### src/verilog/fsp_consts.svh
// Purpose: constants for the flash security and protection option block
// Assumes: 8-bit registers on a plain word-indexed register port
// Notes: offsets are register indices on the local port
`ifndef FSP_CONSTS_SVH
`define FSP_CONSTS_SVH
// ==========================================
// Register offsets
`define FSP_OFS_OPTIONS 4'h0
`define FSP_OFS_CONFIG 4'h1
`define FSP_OFS_PROTECT 4'h2
`define FSP_OFS_STATUS 4'h3
// ==========================================
// Field positions
`define FSP_BIT_BACKDOOR_EN 7
`define FSP_BIT_NORED 6
`define FSP_BIT_KEY_ACCESS 5
`define FSP_BIT_PDIS 0
`define FSP_BIT_VIOL 5
`define FSP_BIT_UNSEC 0
// ==========================================
// Values
`define FSP_SEC_UNSEC 2'h2
`define FSP_KEY_BASE 16'hFFB0
`define FSP_KEY_LAST 3'h7
`define FSP_ZERO8 8'h00
`endif

### src/verilog/fsp_pkg.sv
// Purpose: shared types for the flash security and protection option block
// Assumes: none
// Notes: types only; numbers live in fsp_consts.svh
package fsp_pkg;
   // Register bus request
   typedef struct packed {
      logic [3:0] addr;
      logic [7:0] wdata;
      logic wr;
      logic rd;
      logic debug_cmd;
   } fsp_reg_req_t;
   // CPU write seen on the memory bus
   typedef struct packed {
      logic [15:0] addr;
      logic [7:0] data;
      logic wr;
      logic from_secure;
      logic debug_cmd;
   } fsp_mem_wr_t;
   // Flash command request
   typedef struct packed {
      logic [15:0] addr;
      logic [7:0] data;
      logic valid;
   } fsp_cmd_t;
   // Key engine states
   typedef enum logic [1:0] {
      FSP_K_IDLE = 2'b00,
      FSP_K_LOAD = 2'b01,
      FSP_K_DONE = 2'b10
   } fsp_kst_t;
endpackage

### src/verilog/fsp_ctrl.sv
// Purpose: flash option, security, key and block protection control
// Assumes: nonvolatile option bytes and key are stable inputs from the array
// Notes on behaviour
// - Options register reloads from nonvolatile options byte at every reset.
// - Backdoor enable zero forbids unlocking by key comparison.
// - Key bytes accepted only from secure firmware, never from debug commands.
// - Matching eight key bytes in order unsecures until next reset.
// - Redirect-disable bit one disables vector redirection, zero permits it.
// - Only security code 1:0 means unsecured; all others secure.
// - While secure, unsecured sources including debug are blocked from memory.
// - Key match or full blank check forces working security code to 1:0.
// - Key access clear routes key-range writes to commands; set captures keys.
// - Protection register reloads from nonvolatile protection byte at reset.
// - Protection readable always; user writes ignored, debug writes allowed.
// - Enabled protection guards flash above boundary field bits 7:1.
// - Protection disable bit one turns all protection off.
// - Clearing key access after eight bytes triggers comparison.
// - Protected erase or program is dropped and sets violation flag.
`timescale 1ns/1ps
`include "fsp_consts.svh"
module fsp_ctrl
   import fsp_pkg::*;
#(
   parameter int ADDR_W = 16
) (
   // Clock and reset
   input wire logic clk,
   input wire logic rst_b,
   // Nonvolatile contents
   input wire logic [7:0] nv_options_byte,
   input wire logic [7:0] nv_protect_byte,
   input wire logic [63:0] backdoor_compare_key,
   // Register port
   input wire fsp_reg_req_t reg_req,
   output logic [7:0] reg_rdata,
   // CPU write path
   input wire fsp_mem_wr_t mem_wr,
   input wire logic mem_req_unsecure_src,
   output logic mem_access_block,
   // Flash command path
   output fsp_cmd_t cmd_out,
   input wire logic blank_ok,
   // Status
   output logic secure,
   output logic vector_redirect_en
);
   initial begin
      if (ADDR_W != 16) $error("fsp_ctrl supports 16-bit addresses only");
   end

   // ==========================================
   // State
   logic [7:0] opt_r, opt_nxt;
   logic [7:0] prot_r, prot_nxt;
   logic key_write_access_r, key_write_access_nxt;
   logic viol_r, viol_nxt;
   logic loaded_r, loaded_nxt;
   logic [63:0] key_r, key_nxt;
   logic [2:0] kidx_r, kidx_nxt;
   logic korder_r, korder_nxt;
   fsp_kst_t kst_r, kst_nxt;
   logic [7:0] rdata_r, rdata_nxt;
   fsp_cmd_t cmd_r, cmd_nxt;

   logic backdoor_enable, in_key_range, is_protected, match;
   logic [7:0] boundary_hi;

   // Decodes
   assign backdoor_enable = opt_r[`FSP_BIT_BACKDOOR_EN];
   assign vector_redirect_en = ~opt_r[`FSP_BIT_NORED];
   assign secure = (opt_r[1:0] != `FSP_SEC_UNSEC);
   assign mem_access_block = secure & mem_req_unsecure_src;
   assign in_key_range = (mem_wr.addr[15:3] == 13'(`FSP_KEY_BASE >> 3));
   // Boundary field sets upper address byte of last unprotected location
   assign boundary_hi = {prot_r[7:1], 1'b1};
   assign is_protected = ~prot_r[`FSP_BIT_PDIS] & (mem_wr.addr[15:8] > boundary_hi);
   assign match = (key_r == backdoor_compare_key);
   assign reg_rdata = rdata_r;
   assign cmd_out = cmd_r;

   // ==========================================
   // Next-state logic
   always_comb begin
      opt_nxt = opt_r;
      prot_nxt = prot_r;
      key_write_access_nxt = key_write_access_r;
      viol_nxt = viol_r;
      loaded_nxt = 1'b1;
      key_nxt = key_r;
      kidx_nxt = kidx_r;
      korder_nxt = korder_r;
      kst_nxt = kst_r;
      rdata_nxt = `FSP_ZERO8;
      cmd_nxt = '0;
      // Reset has cleared loaded_r; first clock after release takes the bytes
      if (!loaded_r) begin
         opt_nxt = nv_options_byte;
         prot_nxt = nv_protect_byte;
      end
      // Register writes
      if (reg_req.wr) begin
         case (reg_req.addr)
            `FSP_OFS_CONFIG: begin
               key_write_access_nxt = reg_req.wdata[`FSP_BIT_KEY_ACCESS];
               if (reg_req.wdata[`FSP_BIT_KEY_ACCESS] && !key_write_access_r) begin
                  kst_nxt = FSP_K_LOAD;
                  kidx_nxt = '0;
                  korder_nxt = 1'b1;
               end
            end
            `FSP_OFS_PROTECT: begin
               if (reg_req.debug_cmd) prot_nxt = reg_req.wdata;
            end
            `FSP_OFS_STATUS: begin
               if (reg_req.wdata[`FSP_BIT_VIOL]) viol_nxt = 1'b0;
            end
            default: begin
            end
         endcase
      end
      // Key range writes: capture or forward as command
      if (mem_wr.wr && in_key_range && key_write_access_r) begin
         if (mem_wr.from_secure && !mem_wr.debug_cmd && kst_r == FSP_K_LOAD) begin
            key_nxt[8 * (7 - mem_wr.addr[2:0]) +: 8] = mem_wr.data;
            // Bytes must arrive in ascending order
            if (mem_wr.addr[2:0] != kidx_r) korder_nxt = 1'b0;
            if (kidx_r == `FSP_KEY_LAST) kst_nxt = FSP_K_DONE;
            kidx_nxt = kidx_r + 3'h1;
         end
      end else if (mem_wr.wr) begin
         if (is_protected) begin
            viol_nxt = 1'b1;
         end else begin
            cmd_nxt.addr = mem_wr.addr;
            cmd_nxt.data = mem_wr.data;
            cmd_nxt.valid = 1'b1;
         end
      end
      // Clearing key access ends entry and triggers the compare
      if (reg_req.wr && reg_req.addr == `FSP_OFS_CONFIG
          && !reg_req.wdata[`FSP_BIT_KEY_ACCESS] && key_write_access_r) begin
         if (kst_r == FSP_K_DONE && korder_r && match && backdoor_enable) begin
            opt_nxt[1:0] = `FSP_SEC_UNSEC;
         end
         kst_nxt = FSP_K_IDLE;
      end
      if (blank_ok) opt_nxt[1:0] = `FSP_SEC_UNSEC;
      // Register reads
      if (reg_req.rd) begin
         case (reg_req.addr)
            `FSP_OFS_OPTIONS: rdata_nxt = opt_r;
            `FSP_OFS_CONFIG: rdata_nxt = {2'b00, key_write_access_r, 5'b00000};
            `FSP_OFS_PROTECT: rdata_nxt = prot_r;
            `FSP_OFS_STATUS: rdata_nxt = {2'b00, viol_r, 4'h0, ~secure};
            default: rdata_nxt = `FSP_ZERO8;
         endcase
      end
   end

   // Register stage; the set of the violation flag wins over a same-cycle clear
   always_ff @(posedge clk or negedge rst_b) begin
      if (!rst_b) begin
         opt_r <= `FSP_ZERO8;
         prot_r <= `FSP_ZERO8;
         key_write_access_r <= 1'b0;
         viol_r <= 1'b0;
         loaded_r <= 1'b0;
         key_r <= '0;
         kidx_r <= '0;
         korder_r <= 1'b0;
         kst_r <= FSP_K_IDLE;
         rdata_r <= `FSP_ZERO8;
         cmd_r <= '0;
      end else begin
         opt_r <= opt_nxt;
         prot_r <= prot_nxt;
         key_write_access_r <= key_write_access_nxt;
         viol_r <= viol_nxt;
         loaded_r <= loaded_nxt;
         key_r <= key_nxt;
         kidx_r <= kidx_nxt;
         korder_r <= korder_nxt;
         kst_r <= kst_nxt;
         rdata_r <= rdata_nxt;
         cmd_r <= cmd_nxt;
      end
   end
endmodule

### config.mk
export PLATFORM = sky130hd
export DESIGN_NAME = fsp_ctrl
export DESIGN_NICKNAME = d
export VERILOG_FILES = /design/src/verilog/fsp_pkg.sv /design/src/verilog/fsp_ctrl.sv
export VERILOG_INCLUDE_DIRS = /design/src /design/src/verilog
export SDC_FILE = /design/constraint.sdc
export NUM_CORES = 1
export LEC_CHECK = 0
export BUFFER_PORTS_ARGS = -buffer_cell sky130_fd_sc_hd__buf_2
export CAP_MARGIN = 10
export CORE_MARGIN = 4
export CORE_UTILIZATION = 30
export DETAILED_ROUTE_END_ITERATION = 7
export PLACE_DENSITY = 0.62
export SLEW_MARGIN = 20
export SYNTH_ARGS = -nofsm -noshare
export SYNTH_HDL_FRONTEND = slang
export SYNTH_SLANG_ARGS = --single-unit
### constraint.sdc
create_clock -name clk -period 4.15 [get_ports clk]
set_clock_uncertainty 0.1 [all_clocks]
set_input_delay 1.245 -clock clk [delete_from_list [all_inputs] [get_ports clk]]
set_output_delay 1.245 -clock clk [all_outputs]
set_load 0.03 [all_outputs]
### Word level (Yosys, flattened, before mapping)

Cells that the tools add are included.

| operators by class | value |
|---|---|
| add/sub/neg operators | 3 |
| multiply operators | 0 |
| divide/modulo/power cells | 0 |
| magnitude comparators | 1 |
| equality and inequality tests | 10 |
| shifts and indexed selects | 2 |
| mux-type cells | 38 |
| bitwise operators | 5 |
| reductions and logical operators | 17 |

Operators with widths:

| cell | count |
|---|---|
| $mux 25 | 3 |
| $bwmux 64 | 1 |
| $eq 64x64->1 | 1 |
| $shift 8x34->64 const A | 1 |
| $shiftx 8x34->64 | 1 |
| $mux 8 | 5 |
| $neg 32->34 | 1 |
| $pmux 8 s4 | 1 |
| $mux 2 | 11 |
| $mux 3 | 5 |
| $eq 13x13->1 const B | 1 |
| $mux 1 | 12 |
| $logic_and 1x1->1 | 11 |
| $eq 4x2->1 const B | 2 |
| $gt 8x8->1 | 1 |
| $eq 4x1->1 const B | 1 |
| $logic_not 4->1 | 1 |
| $reduce_and 2->1 | 2 |
| $sub 3x3->4 const A | 1 |
| $add 3x1->3 const B | 1 |
| $eq 3x3->1 const B | 1 |
| $logic_not 1->1 | 3 |
| $ne 3x3->1 | 1 |
| $not 1->1 | 3 |
| 4 further kinds | 5 |

| word-level totals | value |
|---|---|
| flip-flop bits (word level) | 122 |
| latch bits | 0 |
| bits in writable memories | 0 |
| ROM bits | 0 |
| output and inout port bits | 36 |
| memories kept | 0 |

### Logic depth before layout (Yosys ltp)

Gate-level depths: netlist of the first run.

| logic depth | value |
|---|---|
| depth after elaboration | 9 |
| gate-level depth with buffers | 9 |
| gate-level depth less buffers | 8 |

### Worst setup path after synthesis of the first run

No wires, ideal clock.

| timing | value |
|---|---|
| path type | input port to flip-flop |
| from | in mem_wr[14] (netlist name) |
| to | reg key_r[33] |
| library setup time | 0.125 ns |
| arrival time | 2.803 ns |
| data required time | 3.925 ns |
| setup slack | 1.123 ns |
| cell stages on the path | 6 |
| cells stage by stage | nand4b_1 -> nor4_1 -> nor4b_4 -> and4_1 -> buf_2 -> mux2_2 |

| on the way | value |
|---|---|
| cells in the longest elaborated chain, start to end | 4 |

Ends and longest elaborated chain:

| item | line | source |
|---|---|---|
| start, declared | fsp_ctrl.sv:37 | `input wire fsp_mem_wr_t mem_wr,` |
| $eq 13x13->1 | fsp_ctrl.sv:73 | `` assign in_key_range = (mem_wr.addr[15:3] == 13'(`FSP_KEY_BASE >> 3)); `` |
| $logic_and 1x1->1 (2 in a row) | fsp_ctrl.sv:122 | `if (mem_wr.wr && in_key_range && key_write_access_r) begin` |
| $reduce_and 2->1 (no source line) | -- |  |
| end signal, assigned | fsp_ctrl.sv:180 | `key_r <= key_nxt;` |
| end, declared | fsp_ctrl.sv:58 | `logic [63:0] key_r, key_nxt;` |

No other way between the ends.
A chain may end at the register's enable or synchronous reset.

### Worst setup path in the final report of the first run

| timing | value |
|---|---|
| from | in mem_wr[14] (netlist name) |
| to | reg key_r[39] |

The elaborated chain is that of the path after synthesis.

==> results.cfg, run 1 <==
[status]
status = completed

[drt]
wire_per_inst_um = 16.7
first_iter_violations = 237
drc_errors = 0
routed_via_density = 4.56
drt_wl_total_um = 16200
ant_nets = 0
vias = 4412
first_pass_iters = 4

[sta]
worst_slew_pin_slew_ps = 813
setup_tns_ps = 0
slew_headroom_pct = 45.8
fmax_mhz = 310
setup_viol = 0
maxSlewViolCount = 0
finalCriticalPeriod_ps = 3220
grt_setup_unrepaired = false
final_hold_viol_count = 0
post-route-period-util_pct = 77.7

[cts]
clock-sinks = 122
cts_hold_buf = 0
htree_levels = 4
cts_tree = yes
cts_resized = 0
insertion_delay_ps = 420
clockBufferDepth = 2
clockRootBuffer = clkbuf_16
clk_pin_slew_ps = 50
post_cts_buffers = 0
cts-buffers-inserted = 17

[global_routing]
grt_pass1_vias = 4445
grt_antenna_before_repair = 0
grt_use_total_pct = 15.1
grt_pass1_wl_um = 25000
grt_max_degree = 58
grt-ovfl-total = 0

[power_and_ir_drop]
irDropWorstVdd_v = 0.000294
power_uw = 3230
p_sw_share_pct = 24.1
clockPowerShare_pct = 50.1
power.density_nw_per_um2 = 428
leakage_uw = 0.00376
seq_power_share_pct = 39.1
switchingPower_uw = 777
internal_power_uw = 2450
combPwrFrac_pct = 10.8

[finish]
diodes = 0
design_area_um2 = 7550
fin_nets = 833
drive_gt1_share_pct = 34.3
area.growth.synth_to_final_pct = 30.3

[yosys]
synth_common_cells = dfrtp_1 (122), nand2_1 (61), mux2_2 (39)
synthMostInstantiatedCell = dfrtp_1
dominantRegCellSynth = dfrtp_1
ys_types = 40
syn_inst = 530
synth_edf_count = 0
synthesis.nets = 667
synth-seq-cells = 122
synth.area.top_cells = dfrtp_1 (53%), mux2_2 (7.6%), xor2_1 (5.6%)
syn_avg_cell_area_um2 = 10.9
yosys.area.top_type = dfrtp_1
syn_area_um2 = 5790
ys_async_sr_fraction_pct = 100
yosysSeqAreaShare_pct = 52.7
synth_top_area_share_pct = 52.7
ys_warn_count = 0

[placed_design]
dp_hpwl_um = 12500
place.gp.congestion = 0.806
placedInstanceArea_um2 = 6910
io_buffer_count = 161

[die]
floorplan.initialDensity_pct = 30.8
die_h_um = 147
ioPinCount = 162
dieArea_um2 = 21600
rows = 50
core_um2 = 18800
die_x_um = 147

[worst_setup_path]
cp.required_ps = 4340
worstSetupStartpointType = input pin
path_class = input pin to flop
worst-path-max-fanout = 9
crit_path_end_kind = flop
crit_arrival_ps = 3420

[job]
drv_cap = 0

[min_path]
hold_path_class = flop to flop
-- area by class of cell --
class	instances	area (µm²)
clock buffer	20	447
clock inverter	11	195
fill	1846	11300
inverter	11	41.3
multi-input combinational	374	2600
sequential	122	3050
tap	260	325
timing repair buffer	170	888
-- state kept, by name, indices dropped and copies added, names as in the netlist --
register and cells:
loaded_r 1, opt_r 8, viol_r 1, key_write_access_r 1, kidx_r 3, key_r 64, korder_r 1, reg_rdata 8
cmd_out 25, kst_r 2, prot_r 8
-- path summary, 6_finish.rpt --
| path | cells after the start | endpoint | slack [ps] | from |
|---|---|---|---|---|
| max | 6 | key_r[39] | 930 | mem_wr[14] |
| min reg2reg | 2 | key_r[18] | 400 | key_r[18] |
| max in group asynchronous | 2 | key_r[61] | 2370 | rst_b |
| max reg2reg | 5 | key_r[39] | 1420 | key_write_access_r |
| min in group asynchronous | 1 | cmd_out[23] | 790 | rst_b |
| min | 2 | key_r[18] | 400 | key_r[18] |
-- worst max-delay path, stage by stage --
cell and delay [ps]:
buf_2 100, nand4b_1 160, nor4_1 360, nor4b_4 600, and4_1 560, mux2_2 390
-- power by group through the flow --
| stage | logic [µW] | registers, µW | clock network [µW] |
|---|---|---|---|
| global placement | 351 | 1280 | 0 |
| detailed placement | 354 | 1280 | 0 |
| CTS | 355 | 1260 | 1650 |
| floorplan | 145 | 1310 | 0 |
| finish | 348 | 1260 | 1620 |
| global route | 385 | 1270 | 1700 |
-- cells by family (layout without fill, tap and decap cells) --
kind of cell,Yosys count,in the layout,synth area share (%)
compound gates,63,63,6.03
xor+xnor,67,67,10.1
fa+ha+maj,11,11,2.38
buf+inv,34,212,2.44
flops,122,122,52.7
mux,55,55,10.3
other cells,1,1,0.0647
simple gates,177,177,15.9
-- per-layer routing --
metal	up-vias	track usage, %	part of all wire [%]
met1	2146	20.7	46
met3	16	3.18	4.6
met4	0	4.66	1.3
met2	111	24.2	48
met5	-	0	0
li1	2139	-	-
-- cell usage in the layout (no fill, tap or decap), types with 17 or more instances in the layout --
cell / Yosys / routed
buf_2: 5 / 160
dfrtp_1: 122 / 122
nand2_1: 61 / 61
mux2_2: 39 / 39
xor2_1: 37 / 37
o21ai_0: 36 / 36
xnor2_1: 30 / 30
nor2_1: 25 / 25
and2_1: 25 / 25
clkbuf_16: 0 / 17
-- metrics by stage --
stage,setup WS [ps],std cells,util (%),hold WS (ps)
3_5_place_dp,434,937,36.7,392
3_3_place_gp,524,937,36.7,382
5_1_grt,745,968,40.1,423
4_1_cts,914,968,40.1,405
2_1_floorplan,1120,530,-,369
6_report,926,968,40.1,401
Power figures use the tool's default switching activity.
==> run 2: changes to the inputs <==
==> constraint.sdc (replaced) <==
create_clock -name clk -period 3.35 [get_ports clk]
set_clock_uncertainty 0.1 [all_clocks]
set_input_delay 1.005 -clock clk [delete_from_list [all_inputs] [get_ports clk]]
set_output_delay 1.005 -clock clk [all_outputs]
set_load 0.03 [all_outputs]
==> run 2 against run 1 <==
  * Clock power up 28%
  * Via count about the same
  * Worst setup slack worse by 370 ps
  * Register-to-register slack worse by 610 ps
  * Global-route usage up 0.35 points
  * Utilization up 0.50 points
  * Critical path depth unchanged
  * Cell count up 0.93%
  * Wire length up 1.9%
  * First-iteration DRC count down 4.2%
  * Flip-flop and latch count unchanged
  * Critical endpoint is now key_r[35]
==> results.cfg, run 2 (synthesis gave the netlist of run 1 again) <==
[cts]
clockBufferDepth = 2
cts_hold_buf = 0
htree_levels = 4
clockRootBuffer = clkbuf_16
clk_pin_slew_ps = 60
cts_resized = 0
insertion_delay_ps = 420
clock-sinks = 122
cts-buffers-inserted = 17
post_cts_buffers = 0
cts_tree = yes

[power_and_ir_drop]
power.density_nw_per_um2 = 535
leakage_uw = 0.00382
irDropWorstVdd_v = 0.000318
power_uw = 4090

[placed_design]
io_buffer_count = 161
place.gp.congestion = 0.831
dp_hpwl_um = 12600

[finish]
area.growth.synth_to_final_pct = 31.9
fin_nets = 841
final_cell_mix = buf_2 (160), dfrtp_1 (122), nand2_1 (61)
drive_gt1_share_pct = 35.4
regMostFlops = key_r
final_common_cell = buf_2
largest_reg_flops = 64
diodes = 0

[worst_setup_path]
worstSetupStartpointType = input pin
crit_arrival_ps = 2990
crit_buf_inv = 1
cp.required_ps = 3540
worst-path-max-fanout = 8
crit_path_end_kind = flop
path_class = input pin to flop
path_delay_family = simple AND/OR/NAND/NOR gates
critPathMaxStageDelay_ps = 530
critical_path.cell_chain = buf_2 > nand4b_1 > nor4_1 > nor4b_4 > and4_1 > mux2_2
crit_slowest_cell = and4_1

[die]
core_um2 = 18800
ioPinCount = 162
die_x_um = 147
rows = 50
dieArea_um2 = 21600
die_h_um = 147
floorplan.initialDensity_pct = 30.8

[drt]
routed_via_density = 4.52
first_pass_iters = 5
ant_nets = 0
wire_per_inst_um = 16.9
drc_errors = 0
first_iter_violations = 227
drt_wl_total_um = 16500
vias = 4413

[status]
status = completed

[sta]
fmax_mhz = 358
grt_setup_unrepaired = false
maxSlewViolCount = 0
worst_slew_pin_slew_ps = 845
post-route-period-util_pct = 83.5
final_hold_viol_count = 0
slew_headroom_pct = 43.6
whs_ps = 397
setup_viol = 0
finalCriticalPeriod_ps = 2800
setup_tns_ps = 0

[global_routing]
grt_use_total_pct = 15.5
grt-ovfl-total = 0
grt_pass1_wl_um = 25800
grt_max_degree = 65
grt_antenna_before_repair = 0
grt_pass1_vias = 4644

[min_path]
hold_path_class = flop to flop

[job]
drv_cap = 0
run 2: final timing paths:
check | from | endpoint | slack, ps | cells after the start
max in group asynchronous | rst_b | key_r[32] | 1790 | 2
max | mem_wr[14] | key_r[35] | 550 | 6
min reg2reg | key_r[19] | key_r[19] | 400 | 2
max reg2reg | key_write_access_r | key_r[35] | 810 | 5
min in group asynchronous | rst_b | prot_r[6] | 580 | 1
min | key_r[19] | key_r[19] | 400 | 2
run 2: worst min-delay path, delay by kind of cell, from the launching register on:
family / cells / cell delay, ps
AOI/OAI and AO/OA: 1 / 60
and+or+nand+nor: 1 / 50
DFF: 1 / 350
run 2: area by class of cell:
class                           instances  area, µm²
Sequential cell                       122       3050
Clock inverter                         12        210
Fill cell                            1825      11200
Inverter                               11       41.3
Clock buffer                           20        467
Timing Repair Buffer                  178        948
Tap cell                              260        325
Multi-Input combinational cell        374       2600
run 2: report_power, final:
group	internal [µW]	switching [µW]	total [µW]	leakage (µW)
Sequential	1530	35.2	1560	0.00163
Combinational	183	260	443	0.00186
Clock	1390	693	2080	0.000328
Total	3100	987	4090	0.00382
run 2: through the flow:
stage | utilization [%] | setup slack [ps] | instances | area (µm²)
6_report | 40.6 | 553 | 977 | 7640
4_1_cts | 40.6 | 525 | 977 | 7640
5_1_grt | 40.6 | 404 | 977 | 7640
2_1_floorplan | - | 563 | 530 | 5790
3_3_place_gp | 37.0 | 137 | 945 | 6970
3_5_place_dp | 37.0 | 89.2 | 945 | 6970
run 2: routing by layer:
metal	vias to the layer above	share of wire, %	global-route usage, %
met2	113	48	24.7
met4	0	1.6	5.68
met3	14	4.8	3.42
li1	2162	-	-
met5	-	0	0
met1	2124	46	20.7
==> run 3: changes to the inputs <==
--- a/config.mk
+++ b/config.mk
@@ -6,12 +6,13 @@
 export SDC_FILE = /design/constraint.sdc
 export NUM_CORES = 1
 export LEC_CHECK = 0
+export ABC_AREA = 1
 export BUFFER_PORTS_ARGS = -buffer_cell sky130_fd_sc_hd__buf_2
 export CAP_MARGIN = 10
 export CORE_MARGIN = 4
 export CORE_UTILIZATION = 30
 export DETAILED_ROUTE_END_ITERATION = 7
-export PLACE_DENSITY = 0.62
+export PLACE_DENSITY = 0.61
 export SLEW_MARGIN = 20
 export SYNTH_ARGS = -nofsm -noshare
 export SYNTH_HDL_FRONTEND = slang
==> constraint.sdc (replaced) <==
create_clock -name clk -period 2.9 [get_ports clk]
set_clock_uncertainty 0.1 [all_clocks]
set_input_delay 0.87 -clock clk [delete_from_list [all_inputs] [get_ports clk]]
set_output_delay 0.87 -clock clk [all_outputs]
set_load 0.03 [all_outputs]
==> run 3 against run 2 <==
  * Utilization fell by 0.99 points
  * Worst hold slack got worse by 64 ps
  * Count of clock-buffer cells in the layout rose by 4
  * Clock power rose by 2%
  * Critical path type is now input pin to output pin
  * Largest cell class unchanged
  * Highest routed layer is now met5
==> results.cfg, run 3 <==
[drt]
ant_nets = 0
wire_per_inst_um = 14.3
vias = 5614
drc_errors = 0
routed_via_density = 4.39
drt_wl_total_um = 18300
first_pass_iters = 5
first_iter_violations = 377

[sta]
setup_viol = 0
fin_ws_ps = 627
fmax_mhz = 440
setup_tns_ps = 0
worst_slew_pin_slew_ps = 843
finalCriticalPeriod_ps = 2270
slew_headroom_pct = 43.8
final_hold_viol_count = 0
grt_setup_unrepaired = false
post-route-period-util_pct = 78.4
maxSlewViolCount = 0

[worst_setup_path]
worst-path-max-fanout = 1
crit_arrival_ps = 1300
worstSetupStartpointType = input pin
rrSetupSlack_ps = 950
crit_slowest_cell = buf_2
crit_path_end_kind = output pin
r2r-start = prot_r[3]
crit_buf_inv = 2
critPathMaxStageDelay_ps = 220
path_class = input pin to output pin
path_common_cell = buf_2
worst_r2r_path_depth = 12
path_delay_family = buffers and inverters
critical_path.cell_chain = buf_2 > a21boi_0 > buf_2
cp.required_ps = 1930
r2r_end = cmd_out[20]

[die]
ioPinCount = 162
rows = 52
die_h_um = 153
core_um2 = 20400
dieArea_um2 = 23300
die_x_um = 153
floorplan.initialDensity_pct = 30.8

[power_and_ir_drop]
power.density_nw_per_um2 = 555
irDropWorstVdd_v = 0.000401
leakage_uw = 0.00432

[yosys]
ys_async_sr_fraction_pct = 100
ys_types = 28
dominantRegCellSynth = dfrtp_1
synth_common_cells = nand2_1 (236), inv_1 (126), dfrtp_1 (122)
synth-xor-area-share_pct = 3.63
ys_warn_count = 0
synthMostInstantiatedCell = nand2_1
synthesis.nets = 954
yosys.area.top_type = dfrtp_1
synth-seq-cells = 122
synth_top_area_share_pct = 48.7
synth_compound_area_share_pct = 8.21
synth_top_family_by_area = simple AND/OR/NAND/NOR gates
synth_edf_count = 0
synth_fa_ha_area_share_pct = 2.20
syn_area_um2 = 6260
yosysSeqAreaShare_pct = 48.7
syn_inst = 817
synthMuxAreaShare_pct = 2.00
synth_simple_gate_area_share_pct = 26.0
syn_avg_cell_area_um2 = 7.67
synth.area.top_cells = dfrtp_1 (49%), nand2_1 (14%), inv_1 (7.5%)

[job]
drv_cap = 0

[cts]
clockRootBuffer = clkbuf_16
clk_pin_slew_ps = 50
clock-sinks = 122
clockBufferDepth = 2
htree_levels = 4
cts-buffers-inserted = 17
insertion_delay_ps = 410
cts_tree = yes
cts_hold_buf = 0
post_cts_buffers = 0
cts_resized = 0

[global_routing]
grt_pass1_wl_um = 29500
grt_pass1_vias = 5635
grt-ovfl-total = 0
grt_max_degree = 59
grt_use_total_pct = 16.0
grt_antenna_before_repair = 3

[placed_design]
pre_cts_ws_ps = 295
dp_hpwl_um = 14200
io_buffer_count = 161
place.gp.congestion = 0.858

[finish]
area.growth.synth_to_final_pct = 28.7
n_fill_cell = 2130
fin_nets = 1134
drive_gt1_share_pct = 21.5
final_common_cell = nand2_1
final_cell_mix = nand2_1 (236), buf_2 (160), inv_1 (126)
regMostFlops = key_r
largest_reg_flops = 64

[status]
status = completed

[min_path]
hold_path_class = input pin to async pin
run 3: cell count changes after synthesis, moves of 17 or more:
| cell | before | now |
|---|---|---|
| o21ai_0 | 36 | 71 |
| xnor2_1 | 30 | 13 |
| nor2_1 | 25 | 110 |
| nand4_1 | 15 | 32 |
| nand2_1 | 61 | 236 |
| and2_1 | 25 | 0 |
| mux2_2 | 39 | 4 |
| xor2_1 | 37 | 13 |
| inv_1 | 11 | 126 |
run 3: how the worst max path moves through the flow:
stage                                    start          endpoint  slack [ps]  cells past startpoint
after detailed placement            mem_wr[11]          key_r[5]         300                      7
after floorplan           mem_req_unsecure_src  mem_access_block         340                      1
after global routing                mem_wr[11]          key_r[6]         520                      6
after CTS                 mem_req_unsecure_src  mem_access_block         620                      3
final                     mem_req_unsecure_src  mem_access_block         630                      3
after global placement              mem_wr[11]          key_r[4]         340                      7
run 3: cells by family after synthesis:
group / Yosys count
compound gates: 99
buf+inv: 148
flops: 122
simple gates: 398
mux: 12
xor+xnor: 26
fa+ha+maj: 11
other cells: 1
run 3: power by group:
part / internal (µW) / total, µW / switching [µW]
Combinational: 197 / 549 / 351
Clock: 1370 / 2120 / 749
Sequential: 1770 / 1810 / 41.0
Total: 3330 / 4480 / 1140
run 3: layer usage:
layer | up-vias | share of wire [%] | global-route usage [%]
met2 | 179 | 45 | 25.3
met1 | 2503 | 45 | 21.4
met5 | - | 0.15 | 0
met4 | 6 | 0.91 | 3.18
met3 | 20 | 8.8 | 5.85
li1 | 2906 | - | -
run 3: per-stage QoR:
step / power [µW] / area (µm²) / cells / utilization, % / hold WS (ps)
6_report: 4480 / 8060 / 1280 / 39.6 / 333
5_1_grt: 4690 / 8060 / 1279 / 39.6 / 365
4_1_cts: 4530 / 8060 / 1279 / 39.6 / 345
3_5_place_dp: 2390 / 7470 / 1248 / 36.7 / 392
3_3_place_gp: 2390 / 7470 / 1248 / 36.7 / 385
2_1_floorplan: 2110 / 6260 / 817 / - / 370
run 3: cell type report:
cell class	count	area, µm²	area share (%)
flip-flops and latches	122	3050	37.9
multi-input cells	547	2640	32.7
repair buffers	179	956	11.9
clock buffers	24	502	6.22
inverters	130	488	6.05
well taps	270	338	4.19
clock inverters	7	88.8	1.10
diodes	1	2.50	0.0310
run 3: worst register-to-register path, stage by stage, from the launching register on:
cell and delay (ps):
dfrtp_1 400, inv_1 70, ha_1 290, nand2_1 80
inv_1 50, nand2_1 50, a21oi_1 60, nor2_1 120
nand2_1 80, a21oi_1 190, inv_1 70, buf_4 180
nor2_1 140
